[src/himsel_defs.vh]
// Constants for the host interface mode select block
`ifndef HIMSEL_DEFS_VH
`define HIMSEL_DEFS_VH
`define HIMSEL_MODE_PAR 2'h0
`define HIMSEL_MODE_SPI 2'h1
`define HIMSEL_MODE_I2C 2'h2
`define HIMSEL_SHIFT_W 24
`define HIMSEL_SETTLE_CYC 3'h6
`define HIMSEL_CLK_MHZ 25
`define HIMSEL_SPI_MAX_MHZ 50
`define HIMSEL_I2C_STD_KHZ 100
`define HIMSEL_I2C_FAST_KHZ 400
`endif

[src/himsel_top.v]
// Host interface mode select: pin sharing, FIFO strap, serial capture
`timescale 1ns/1ps
`include "himsel_defs.vh"
`default_nettype none
module himsel_top #(
	parameter SHIFT_W = `HIMSEL_SHIFT_W
) (
	// Clock and reset
	input wire clk_i,
	input wire sys_rst_i,
	// Clear request from the device core, same clock
	input wire clear_i,
	// Mode and strap pins
	input wire serial_parallel_select_i,
	input wire queue_enable_i,
	// Multifunction pins
	input wire data_bit_nine_pin_i,
	input wire data_bit_ten_pin_i,
	input wire data_bit_eleven_pin_i,
	input wire data_bit_twelve_pin_i,
	// Readback data for the serial output, same clock
	input wire [SHIFT_W-1:0] readback_data_i,
	input wire readback_load_i,
	// Open-drain SDA drive, enable low while pulling low
	input wire i2c_sda_pull_i,
	output reg sda_o,
	output reg sda_oe_n_o,
	// Mode and FIFO status
	output reg [1:0] mode_o,
	output reg fifo_enable_o,
	// Parallel data bits nine to eleven
	output reg [2:0] par_bits_o,
	// Serial capture and readback
	output reg [SHIFT_W-1:0] spi_shift_o,
	output reg spi_bit_o,
	output reg serial_readback_output_o,
	// I2C clock and data for the protocol engine
	output reg i2c_scl_o,
	output reg i2c_sda_o,
	output reg i2c_scl_fall_o
);
	wire [4:0] pins_raw;
	wire [4:0] pins_s;
	reg [1:0] mode_d;
	reg [2:0] settle_q;
	reg b12_prev_q;
	reg [SHIFT_W-1:0] rb_q;
	wire spi_mode;
	wire i2c_mode;
	wire b12_fall;
	wire b12_rise;

	assign pins_raw = {queue_enable_i, data_bit_twelve_pin_i,
		data_bit_eleven_pin_i, data_bit_ten_pin_i, data_bit_nine_pin_i};

	genvar gi;
	generate
		for (gi = 0; gi < 5; gi = gi + 1) begin : g_sync
			// Bit twelve resets to its idle high level: no false edge
			himsel_sync #(
				.RST_VAL(gi == 3)
			) u_sync (
				.clk_i(clk_i),
				.sys_rst_i(sys_rst_i),
				.pin_i(pins_raw[gi]),
				.level_o(pins_s[gi])
			);
		end
	endgenerate

	// Select line is a static strap; one extra sync for it
	wire sel_s;
	himsel_sync #(
		.RST_VAL(1'b0)
	) u_sel (
		.clk_i(clk_i),
		.sys_rst_i(sys_rst_i),
		.pin_i(serial_parallel_select_i),
		.level_o(sel_s)
	);

	always @* begin
		if (!sel_s) begin
			mode_d = `HIMSEL_MODE_PAR;
		end else if (!pins_s[0]) begin
			mode_d = `HIMSEL_MODE_SPI;
		end else begin
			mode_d = `HIMSEL_MODE_I2C;
		end
	end

	assign spi_mode = (mode_o == `HIMSEL_MODE_SPI);
	assign i2c_mode = (mode_o == `HIMSEL_MODE_I2C);
	assign b12_fall = b12_prev_q & ~pins_s[3];
	assign b12_rise = ~b12_prev_q & pins_s[3];

	// Mode and strap are latched after reset; mode pins are expected
	// static outside reset, so the latch is only refreshed on clear.
	// Synchronisers restart with reset, so wait until their level is valid
	always @(posedge clk_i) begin
		if (sys_rst_i) begin
			mode_o <= `HIMSEL_MODE_PAR;
			fifo_enable_o <= 1'b0;
			settle_q <= `HIMSEL_SETTLE_CYC;
		end else begin
			if (clear_i) begin
				settle_q <= `HIMSEL_SETTLE_CYC;
			end else if (settle_q != 3'h0) begin
				settle_q <= settle_q - 3'h1;
				if (settle_q == 3'h1) begin
					mode_o <= mode_d;
					fifo_enable_o <= pins_s[4] &
						(mode_d == `HIMSEL_MODE_PAR);
				end
			end
		end
	end

	always @(posedge clk_i) begin
		if (sys_rst_i) begin
			par_bits_o <= 3'h0;
		end else if (mode_o == `HIMSEL_MODE_PAR) begin
			par_bits_o <= pins_s[2:0];
		end
	end

	// SCLK is sampled; 50 MHz needs a faster sampling clock than here
	always @(posedge clk_i) begin
		if (sys_rst_i) begin
			b12_prev_q <= 1'b1;
			spi_shift_o <= {SHIFT_W{1'b0}};
			spi_bit_o <= 1'b0;
			rb_q <= {SHIFT_W{1'b0}};
			serial_readback_output_o <= 1'b0;
		end else begin
			b12_prev_q <= pins_s[3];
			spi_bit_o <= 1'b0;
			if (spi_mode && b12_fall) begin
				spi_shift_o <= {spi_shift_o[SHIFT_W-2:0], pins_s[2]};
				spi_bit_o <= 1'b1;
			end
			if (readback_load_i) begin
				rb_q <= readback_data_i;
			end else if (spi_mode && b12_rise) begin
				serial_readback_output_o <= rb_q[SHIFT_W-1];
				rb_q <= {rb_q[SHIFT_W-2:0], 1'b0};
			end
		end
	end

	// I2C lines at 100 or 400 kHz are far below the sampling rate
	always @(posedge clk_i) begin
		if (sys_rst_i) begin
			i2c_scl_o <= 1'b1;
			i2c_sda_o <= 1'b1;
			i2c_scl_fall_o <= 1'b0;
			sda_o <= 1'b0;
			sda_oe_n_o <= 1'b1;
		end else begin
			i2c_scl_o <= i2c_mode ? pins_s[3] : 1'b1;
			i2c_sda_o <= i2c_mode ? pins_s[2] : 1'b1;
			i2c_scl_fall_o <= i2c_mode & b12_fall;
			sda_o <= 1'b0;
			sda_oe_n_o <= ~(i2c_mode & i2c_sda_pull_i);
		end
	end
endmodule
`default_nettype wire

[src/himsel_sync.v]
// Three-flop pin synchroniser with agreement filter
`timescale 1ns/1ps
`default_nettype none
module himsel_sync #(
	parameter RST_VAL = 1'b0
) (
	// Clock and reset
	input wire clk_i,
	input wire sys_rst_i,
	// Pin and filtered level
	input wire pin_i,
	output reg level_o
);
	reg s1_q;
	reg s2_q;
	reg s3_q;
	always @(posedge clk_i) begin
		if (sys_rst_i) begin
			s1_q <= RST_VAL;
			s2_q <= RST_VAL;
			s3_q <= RST_VAL;
			level_o <= RST_VAL;
		end else begin
			s1_q <= pin_i;
			s2_q <= s1_q;
			s3_q <= s2_q;
			// Change accepted only once stages two and three agree
			if (s2_q == s3_q) begin
				level_o <= s3_q;
			end
		end
	end
endmodule
`default_nettype wire

[config.mk]
export PLATFORM = sky130hd
export DESIGN_NAME = himsel_top
export DESIGN_NICKNAME = d
export VERILOG_FILES = /design/src/himsel_top.v /design/src/himsel_sync.v
export VERILOG_INCLUDE_DIRS = /design/src
export SDC_FILE = /design/constraint.sdc
export NUM_CORES = 1
export LEC_CHECK = 0
export BUFFER_PORTS_ARGS = -buffer_cell sky130_fd_sc_hd__buf_2
export CORE_UTILIZATION = 45
export CTS_BUF_LIST = sky130_fd_sc_hd__clkbuf_4
export CTS_CLUSTER_SIZE = 30
export DETAILED_ROUTE_END_ITERATION = 10
export GPL_TIMING_DRIVEN = 0
export PLACE_DENSITY = 0.8
export SLEW_MARGIN = 20
export SYNTH_ARGS = -nofsm -noshare
export SYNTH_HDL_FRONTEND = slang
export SYNTH_SLANG_ARGS = --single-unit
[constraint.sdc]
create_clock -name clk_i -period 3.3 [get_ports clk_i]
set_input_delay 0 -clock clk_i [delete_from_list [all_inputs] [get_ports clk_i]]
set_output_delay 0 -clock clk_i [all_outputs]
set_load 0.01 [all_outputs]
### Word-level counts from Yosys, hierarchy flattened

Index checks and enable logic that the tools add are counted.

* register bits after elaboration: 88
* bits of input ports: 35
* output and inout port bits: 37
* word-level logic and storage cells: 73

* add/subtract/negate cells: 1
* equality and inequality tests: 9
* mux-type cells: 5
* bitwise logic cells: 11
* reduce and logical (&&, ||, !) cells: 10

Operators by type and width (number)
* $mux 24: 2
* $eq 1x1->1: 6
* $not 1->1: 6
* $and 1x1->1: 5
* $logic_not 2->1: 2
* $mux 2: 2
* $reduce_or 2->1: 2
* $eq 3x1->1 const B: 1
* $reduce_and 3->1: 1
* $reduce_bool 3->1: 1
* $sub 3x1->3 const B: 1
* $eq 2x1->1 const B: 1
* $eq 2x2->1 const B: 1
* $logic_and 1x1->1: 2
* $reduce_and 2->1: 1
* $reduce_bool 2->1: 1
* $mux 1: 1

### Depth between registers and ports, before layout

Gate-level depths: netlist of the first run.

* depth in word-level cells: 5
* mapped depth: 6
* gate-level depth less buffers: 5

### Hierarchy

From an unflattened synthesis of the first run, not the netlist that was laid out.

* cells, all modules: 355
* area, all modules: 3422.0 um^2

Modules (own cells, without submodules)
* himsel_top: times used 1, cells each 295, area an instance 2743.9 um^2, sequential area each 1281.2 um^2
* himsel_sync at g_sync[0].u_sync ...: times used 5, cells each 10, area an instance 112.6 um^2, sequential area each 80.1 um^2
* himsel_sync at g_sync[3].u_sync: times used 1, cells each 10, area an instance 115.1 um^2, sequential area each 80.1 um^2

### Least setup slack after synthesis of the first run

Ideal clock, no wire load.

* path type: register to register
* from: register mode_o[0]
* to: register rb_q[4]
* setup time: 103 ps
* data arrival time: 1255 ps
* required time: 3197 ps
* path slack: 1942 ps
* cell stages (with the launch flop): 6
* buffers on the path: 2
* period minus slack after synthesis: 1358 ps
* path through: dfxtp_1 > buf_2 > and4bb_4 > buf_8 > nor3_2 > a2111oi_2

* word-level cells in the longest chain between the ends: 3

Ends and longest elaborated chain
* start, declared: line himsel_top.v:29 `output reg [1:0] mode_o,`
* start signal, assigned: line himsel_top.v:102 `` mode_o <= `HIMSEL_MODE_PAR; ``
* start signal, assigned: line himsel_top.v:111 `mode_o <= mode_d;`
* $eq 2x1->1 (no source line)
* $logic_and 1x1->1: line himsel_top.v:144 `end else if (spi_mode && b12_rise) begin`
* $reduce_bool 2->1 (no source line)
* end signal, assigned: line himsel_top.v:133 `rb_q <= {SHIFT_W{1'b0}};`
* end signal, assigned: line himsel_top.v:143 `rb_q <= readback_data_i;`
* end signal, assigned: line himsel_top.v:146 `rb_q <= {rb_q[SHIFT_W-2:0], 1'b0};`
* end, declared: line himsel_top.v:47 `reg [SHIFT_W-1:0] rb_q;`

No other way between the ends.
A chain may end at the register's enable or synchronous reset.

### Worst setup path in the final report of the first run

* from: register mode_o[0]
* to: register sda_oe_n_o

* word-level cells in the longest chain between the ends: 3

Ends and longest elaborated chain
* $eq 2x2->1 (no source line)
* $and 1x1->1: line himsel_top.v:164 `sda_oe_n_o <= ~(i2c_mode & i2c_sda_pull_i);`
* $not 1->1: line himsel_top.v:164
* end signal, assigned: line himsel_top.v:164
* end, declared: line himsel_top.v:27 `output reg sda_oe_n_o,`

No other way between the ends.

==> results.json, run 1 <==
{
  "initial_core_util_pct": 46.8,
  "antenna_left": 0,
  "cts_buffer_depth": 2,
  "synthesis.nets": 397,
  "clk_latency_ns": 0.42,
  "drc": 0,
  "clkTransAtPathRegs_ns": 0.14,
  "die_x_um": 89.3,
  "dp_slack_ns": 1.78,
  "wirelength_um": 7870,
  "ios": 72,
  "cts_root_buf": "clkbuf_4",
  "status": "finished clean",
  "rsz0062_at_grt": "false",
  "fin_crit_sh_pct": 55.0,
  "r2r-start": "mode_o[0]$_SDFFE_PP0P_",
  "p_comb_share_pct": 8.3,
  "final_nets": 512,
  "fmax_mhz": 551,
  "hold_start": "readback_load_i",
  "hold_class": "input pin to flip-flop",
  "seq_area_frac_synth_pct": 51.3,
  "die_height_um": 89.3,
  "final_cell_area_sq_mm": 0.00442,
  "drt_iter0_drc": 122,
  "cp_max_fo": 10,
  "synthCells": 359,
  "yosys.area.top_type": "dfxtp_1",
  "finalCriticalPeriod_ns": 1.81,
  "cp-start-kind": "flip-flop",
  "ys_seq_elements": 88,
  "yosysTopAreaCellShare_pct": 51.3,
  "synth_area_per_cell_sq_um": 9.56,
  "yosysMostFrequentCell": "dfxtp_1",
  "antenna_found_initial": 0,
  "num_antenna_cells": 0,
  "row_count": 31,
  "cts_made_buffers": 9,
  "sequentialPowerShare_pct": 56.8,
  "arrival_ns": 2.12,
  "p_switching_mw": 0.457,
  "slew-limit-headroom_pct": 59.9,
  "worstSetupPathType": "flip-flop to flip-flop",
  "finalHoldViolations": 0,
  "drt-pass1-iter-count": 5,
  "cts_tree": "done",
  "drive_gt1_share_pct": 27.1,
  "synth_area_sq_mm": 0.00343,
  "grt_overflow": 0,
  "cts_sinks": 88,
  "vias_per_cell": 4.93,
  "tns_ns": 0,
  "crit_path_end_kind": "flip-flop",
  "area_growth_pct": 28.8,
  "gp_congestion": 0.790,
  "core_area_sq_mm": 0.00733,
  "dieArea_sq_mm": 0.00798,
  "grt_pass1_vias": 2761,
  "power.leakage_nw": 1.74,
  "grt_max_degree": 17,
  "p_clk_share_pct": 35.0,
  "dp_hpwl_um": 5050,
  "startpoint": "mode_o[0]$_SDFFE_PP0P_",
  "intPower_mw": 1.49,
  "crit_required_ns": 3.61,
  "maxSlewViolCount": 0,
  "synthFlopType": "dfxtp_1",
  "setup_slack_ns": 1.49,
  "yosysUniqueCellTypes": 35,
  "grt_pass1_wl_um": 12600,
  "clock_skew_ns": 0.0135,
  "vias": 2849,
  "worst_pin_slew_ns": 0.602,
  "synth-edff-count": 0,
  "synth.cells.most_frequent": "88 x dfxtp_1, 58 x nand2_1, 38 x a21oi_1, 38 x nor2b_1, 17 x nor3_1",
  "maxCapViolations": 0,
  "async_flop_share_pct": 0,
  "vdd_drop_max_v": 0.000330,
  "synth_area_leaders": "dfxtp_1 51%, nor2b_1 6.9%, nand2_1 6.3%",
  "switching_share_pct": 23.4,
  "yosys_warnings": 0,
  "grt_use_total_pct": 21.1,
  "postPlaceCellArea_sq_mm": 0.00390,
  "wl_per_cell_um": 13.6,
  "p_per_area_mw_per_mm2": 441,
  "final-setup-viol-count": 0,
  "postLayoutCoreUtil_pct": 60.3,
  "portBuffers": 69,
  "cts-htree-levels": 3
}
-- metrics by stage --
step | cells | total power [mW] | hold WS (ns)
6_report | 578 | 1.95 | 0.0108
5_1_grt | 578 | 2.04 | 0.00386
4_1_cts | 578 | 1.96 | 0.0261
3_5_place_dp | 527 | 1.26 | 0.171
3_3_place_gp | 527 | 1.25 | 0.163
2_1_floorplan | 359 | 1.21 | 0.0619
-- critical path, cell delays in order, from the launching register on --
cell and delay, ns:
dfxtp_1 0.34, buf_2 0.18, nor3b_1 0.50, nand2_1 0.10, dlygate4sd3_1 0.58
-- area by class of cell --
| cell class | instances | area, sq um |
|---|---|---|
| Clock inverter | 7 | 103 |
| Clock buffer | 9 | 67.6 |
| Tap cell | 99 | 124 |
| Fill cell | 620 | 2910 |
| Buffer | 30 | 194 |
| Sequential cell | 88 | 1760 |
| Timing Repair Buffer | 104 | 696 |
| Multi-Input combinational cell | 237 | 1460 |
| Inverter | 4 | 15.0 |
-- cell usage in the layout (no fill, tap or decap), types with 2 or more instances in the layout --
master,netlist,final
or2_2,4,4
nand2_1,58,58
o21ai_0,9,9
nor2_1,15,15
nand3b_1,4,4
clkbuf_4,2,11
bufinv_16,0,2
clkbuf_1,10,10
a2111oi_1,11,11
inv_6,0,2
nor2b_1,38,38
clkinv_4,0,2
ha_1,3,3
buf_2,10,79
inv_1,4,4
nor3_1,17,17
nor3_2,8,8
nand4bb_1,2,2
buf_6,4,4
dlygate4sd3_1,0,35
nor3b_1,2,2
nand2b_1,6,6
dfxtp_1,88,88
a2111oi_2,12,12
a21oi_1,38,38
-- final timing paths --
check,slack (ns),depth (start not counted),end
worst max-delay path,1.49,4,sda_oe_n_o$_SDFF_PP1_
worst min-delay path,0.01,3,rb_q[13]$_SDFFE_PP0P_
worst max register to register,1.49,4,sda_oe_n_o$_SDFF_PP1_
worst min register to register,0.42,1,g_sync[3].u_sync.s2_q$_SDFF_PP1_
-- power by group through the flow --
stage                     clock [mW]  combinational (mW)  sequential, mW
after floorplan                    0              0.0857            1.13
after global placement             0               0.121            1.13
after detailed placement           0               0.126            1.13
after CTS                      0.697               0.156            1.11
after global routing           0.751               0.175            1.11
final                          0.682               0.161            1.11
-- routing by layer --
layer,track usage (%),routed length [um],vias up,part of all wire [%]
li1,-,-,1450,-
met1,24.4,3360,1293,43
met2,35.5,3940,86,50
met3,4.43,322,20,4.1
met4,13.9,241,0,3.1
met5,0,0,-,0
-- registers in the layout, indices dropped and copies added, names as in the netlist, 2 cells and up --
signal / count
g_sync.u_sync.s1_q: 5
spi_shift_o: 24
g_sync.u_sync.s3_q: 5
settle_q: 3
par_bits_o: 3
g_sync.u_sync.s2_q: 5
mode_o: 2
g_sync.u_sync.level_o: 5
rb_q: 24
-- kinds of logic after synthesis --
group           synth area share, %
simple gates                   25.3
fa+ha+maj                      1.09
xor+xnor                      0.255
buf+inv                        6.09
mux                           0.292
other cells                   0.109
flops                          51.3
compound gates                 15.5
-- repair_timing --
item | CTS | global route
hold endpoints to repair | 40 | 0
hold buffers | 35 | 0
buffers inserted | 0 | 0
resized for setup | 0 | 0
(Power assumes the default switching activity.)
==> inputs of run 2 (changes only) <==
Settings changed: PLACE_DENSITY 0.8 to 0.82.
Clock period 3.3 ns to 1.62 ns, I/O delays scaled along.
==> run 2 against run 1 <==
Net effect: register-to-register slack lost 1.4 ns; clock power up 130%; critical path depth grew 1; core utilization up 0.58 points; design area grew 0.96%; clock skew increased by 0.00056 ns; global-route usage shrank 0.59 points; via count hardly changed; power rose by 110%; largest cell class unchanged.
==> results.json, run 2 (synthesized netlist as in run 1, its figures left out) <==
{
  "status": "finished clean",
  "vdd_drop_max_v": 0.000522,
  "p_per_area_mw_per_mm2": 932,
  "crit_path_end_kind": "flip-flop",
  "largestRegisters": "rb_q: 24 flops, spi_shift_o: 24 flops",
  "wl_per_cell_um": 13.4,
  "maxCapViolations": 0,
  "layout_commonest_cell": "dfxtp_1",
  "gp_congestion": 0.784,
  "arrival_ns": 1.84,
  "grt_overflow": 0,
  "worst_pin_slew_ns": 0.642,
  "fin_crit_sh_pct": 93.4,
  "slowest_delay_ns": 0.37,
  "power.leakage_nw": 1.76,
  "clkTransAtPathRegs_ns": 0.14,
  "layout_common_cells": "88 x dfxtp_1, 79 x buf_2, 58 x nand2_1",
  "vias": 2851,
  "ios": 72,
  "worstSetupPathType": "flip-flop to flip-flop",
  "hold_class": "input pin to flip-flop",
  "crit_buf_inv": 2,
  "crit_slowest_cell": "dfxtp_1",
  "critPathTopFamily": "buffers and inverters",
  "antenna_found_initial": 0,
  "row_count": 31,
  "grt_max_degree": 17,
  "cp_max_fo": 10,
  "num_antenna_cells": 0,
  "fin_hold_ws_ns": 0.0860,
  "die_x_um": 89.3,
  "cts_tree": "done",
  "crit_required_ns": 1.95,
  "wirelength_um": 7730,
  "cts_sinks": 88,
  "cp-start-kind": "flip-flop",
  "drt-pass1-iter-count": 4,
  "cts_made_buffers": 9,
  "finalHoldViolations": 0,
  "drc": 0,
  "cts_buffer_depth": 2,
  "final_nets": 512,
  "finalCriticalPeriod_ns": 1.51,
  "cts-htree-levels": 3,
  "drive_gt1_share_pct": 27.6,
  "final-setup-viol-count": 0,
  "drt_iter0_drc": 122,
  "fmax_mhz": 661,
  "crit_chain": "buf_2 > and4bb_4 > buf_8 > nor3_2 > a2111oi_2",
  "antenna_left": 0,
  "dieArea_sq_mm": 0.00798,
  "clock_skew_ns": 0.0140,
  "grt_pass1_vias": 2682,
  "grt_pass1_wl_um": 12300,
  "dp_hpwl_um": 5170,
  "die_height_um": 89.3,
  "rsz0062_at_grt": "false",
  "grt_use_total_pct": 20.5,
  "vias_per_cell": 4.93,
  "portBuffers": 69,
  "core_area_sq_mm": 0.00733,
  "area_growth_pct": 30.1,
  "clk_latency_ns": 0.43,
  "fillers": 614,
  "initial_core_util_pct": 46.8,
  "slew-limit-headroom_pct": 57.2,
  "maxSlewViolCount": 0,
  "tns_ns": 0,
  "cts_root_buf": "clkbuf_4"
}
[run 2: layout make-up]
type / instances / area, sq um / area share, %
buffer: 30 / 194 / 4.34
tap: 99 / 124 / 2.77
clock buffer: 9 / 67.6 / 1.51
inverter: 4 / 15.0 / 0.336
sequential: 88 / 1760 / 39.5
multi-input combinational: 237 / 1480 / 33.2
clock inverter: 7 / 126 / 2.83
timing repair buffer: 104 / 696 / 15.6
[run 2: what timing repair did]
item / in CTS / in global routing
resized for setup: 0 / 3
endpoints found under the hold margin: 40 / 0
hold buffers: 35 / 0
setup endpoints to repair: 0 / 5
setup buffers: 0 / 0
[run 2: metrics by stage]
step / power [mW] / cell area, sq um / util, % / cells / setup WS [ns]
final: 4.16 / 4470 / 60.9 / 578 / 0.106
after global routing: 4.34 / 4470 / 60.9 / 578 / 0.00320
after CTS: 4.19 / 4450 / 60.7 / 578 / 0.0305
after detailed placement: 2.56 / 3900 / 53.2 / 527 / 0.0579
after global placement: 2.55 / 3900 / 53.2 / 527 / 0.143
after floorplan: 2.47 / 3430 / - / 359 / 0.262
[run 2: per-layer routing]
metal | part of all wire [%] | wire length, um | GRT usage, %
met3 | 4.8 | 373 | 4.43
met2 | 49 | 3760 | 33.9
met5 | 0 | 0 | 0
met4 | 1.5 | 117 | 9.81
met1 | 45 | 3480 | 25.6
[run 2: worst min-delay path: cells and delay by family]
kind	cells	cell delay [ns]
buffers and inverters	2	0.34
AOI/OAI and AO/OA	1	0.06
and+or+nand+nor	1	0.08
[run 2: path summary, 6_finish.rpt]
| kind | cells past startpoint | end | from | slack [ns] |
|---|---|---|---|---|
| setup / recovery | 5 | rb_q[19]$_SDFFE_PP0P_ | mode_o[0]$_SDFFE_PP0P_ | 0.11 |
| hold / removal | 4 | rb_q[0]$_SDFFE_PP0P_ | readback_load_i | 0.09 |
| setup reg to reg | 5 | rb_q[19]$_SDFFE_PP0P_ | mode_o[0]$_SDFFE_PP0P_ | 0.11 |
| hold reg to reg | 1 | g_sync[3].u_sync.s2_q$_SDFF_PP1_ | g_sync[3].u_sync.s1_q$_SDFF_PP1_ | 0.44 |
[run 2: where the power goes]
part	leakage (nW)	total [mW]	switching [mW]	internal, mW
Combinational	0.940	0.331	0.155	0.176
Clock	0.0991	1.58	0.773	0.802
Sequential	0.719	2.26	0.0290	2.23
==> inputs of run 3 (changes only) <==
Settings changed: PLACE_DENSITY 0.82 to 0.8.
Clock period 1.62 ns to 1.6 ns, I/O delays scaled along.
==> run 3 against run 2 <==
Net effect: maximum frequency grew 1.1%; clock power shrank 11%; core utilization shrank 0.22 points; critical path type unchanged; power shrank 3.1%; critical endpoint is now rb_q[4]$_SDFFE_PP0P_; combinational power grew 2%.
==> results.json, run 3 (synthesized netlist as in run 1, its figures left out) <==
{
  "status": "finished clean",
  "antenna_found_initial": 0,
  "final-setup-viol-count": 0,
  "p_switching_mw": 0.951,
  "final_nets": 512,
  "die_x_um": 89.3,
  "grt_pass1_wl_um": 12600,
  "postPlaceCellArea_sq_mm": 0.00390,
  "portBuffers": 69,
  "layout_common_cells": "88 x dfxtp_1, 78 x buf_2, 58 x nand2_1",
  "cts_tree": "done",
  "p_clk_share_pct": 35.0,
  "arrival_ns": 1.82,
  "die_height_um": 89.3,
  "worstSetupPathType": "flip-flop to flip-flop",
  "drt_iter0_drc": 149,
  "final_cells": 578,
  "cts_root_buf": "clkbuf_4",
  "fillers": 608,
  "place_inst": 527,
  "tns_ns": 0,
  "slowest_delay_ns": 0.35,
  "worst_pin_slew_ns": 0.660,
  "drc": 0,
  "final_cell_area_sq_mm": 0.00445,
  "p_comb_share_pct": 8.4,
  "rsz0062_at_grt": "false",
  "gp_congestion": 0.790,
  "core_area_sq_mm": 0.00733,
  "area_growth_pct": 29.6,
  "finalCriticalPeriod_ns": 1.50,
  "dp_hpwl_um": 5050,
  "vdd_drop_max_v": 0.000682,
  "cts_sinks": 88,
  "dieArea_sq_mm": 0.00798,
  "antenna_left": 0,
  "cts_buffer_depth": 2,
  "switching_share_pct": 23.6,
  "wl_per_cell_um": 13.6,
  "setup_slack_ns": 0.103,
  "clkTransAtPathRegs_ns": 0.14,
  "initial_core_util_pct": 46.8,
  "drt-pass1-iter-count": 4,
  "grt_use_total_pct": 21.1,
  "vias_per_cell": 4.94,
  "row_count": 31,
  "maxSlewViolCount": 0,
  "clk_latency_ns": 0.42,
  "crit_chain": "clkbuf_4 > and4bb_4 > buf_4 > buf_6 > a2111oi_4",
  "clock_skew_ns": 0.0129,
  "fmax_mhz": 668,
  "num_antenna_cells": 0,
  "crit_required_ns": 1.92,
  "cts-htree-levels": 3,
  "finalHoldViolations": 0,
  "layout_commonest_cell": "dfxtp_1",
  "dp_slack_ns": 0.0789,
  "crit_path_end_kind": "flip-flop",
  "cts_made_buffers": 9,
  "postLayoutCoreUtil_pct": 60.7,
  "power.leakage_nw": 1.75,
  "maxCapViolations": 0,
  "p_per_area_mw_per_mm2": 907,
  "largestRegisters": "rb_q: 24 flops, spi_shift_o: 24 flops",
  "drive_gt1_share_pct": 27.6,
  "grt_max_degree": 17,
  "total_power_mw": 4.03,
  "wirelength_um": 7850,
  "fin_crit_sh_pct": 93.6,
  "hold_class": "input pin to flip-flop",
  "cp_max_fo": 10,
  "grt_pass1_vias": 2755,
  "sequentialPowerShare_pct": 56.6,
  "vias": 2853,
  "crit_slowest_cell": "dfxtp_1",
  "slew-limit-headroom_pct": 56.0,
  "cp-start-kind": "flip-flop",
  "fin_hold_ws_ns": 0.00939,
  "intPower_mw": 3.08,
  "grt_overflow": 0,
  "ios": 72
}
## run 3: cell count changes in the layout (fill, tap and decap cells not counted), sizes merged
cell / delta
clkinv: +2
bufinv: -1
clkbuf: +1
dlygate4sd3: -1
inv: -1
## run 3: timing repair
action / CTS / global route
hold buffers: 34 / 0
resized for setup: 0 / 4
endpoints found under the setup margin: 0 / 13
buffers inserted: 0 / 1
endpoints found under the hold margin: 40 / 0
## run 3: worst max-delay path, delay by kind of cell, from the launching register on
kind	cells	cell delay, ns
compound gates	1	0.33
buf+inv	3	0.49
flops	1	0.35
simple gates	1	0.22
## run 3: layout make-up
cell class | count | area, sq um | share of cell area (%)
Timing Repair Buffer | 104 | 693 | 15.6
Sequential cell | 88 | 1760 | 39.6
Inverter | 4 | 15.0 | 0.337
Clock inverter | 7 | 103 | 2.31
Clock buffer | 9 | 67.6 | 1.52
Buffer | 30 | 196 | 4.42
Multi-Input combinational cell | 237 | 1490 | 33.5
Tap cell | 99 | 124 | 2.78
## run 3: routing by layer
| layer | vias to the layer above | global-route usage, % | part of all wire [%] |
|---|---|---|---|
| met1 | 1290 | 24.4 | 43 |
| met5 | - | 0 | 0 |
| li1 | 1452 | - | - |
| met2 | 86 | 35.4 | 49 |
| met4 | 0 | 13.9 | 3.7 |
| met3 | 25 | 4.43 | 4.3 |
## run 3: final timing paths
check / startpoint / cells after the start / endpoint / slack [ns]
worst min-delay path: readback_load_i / 3 / rb_q[13]$_SDFFE_PP0P_ / 0.009
worst max register to register: mode_o[0]$_SDFFE_PP0P_ / 5 / rb_q[4]$_SDFFE_PP0P_ / 0.10
worst min register to register: g_sync[3].u_sync.s1_q$_SDFF_PP1_ / 1 / g_sync[3].u_sync.s2_q$_SDFF_PP1_ / 0.42
worst max-delay path: mode_o[0]$_SDFFE_PP0P_ / 5 / rb_q[4]$_SDFFE_PP0P_ / 0.10
## run 3: power by group through the flow
stage / Sequential (mW) / Clock, mW / Combinational (mW)
floorplan: 2.33 / 0 / 0.177
global placement: 2.33 / 0 / 0.250
detailed placement: 2.33 / 0 / 0.259
CTS: 2.28 / 1.44 / 0.323
global route: 2.29 / 1.55 / 0.366
finish: 2.28 / 1.41 / 0.338
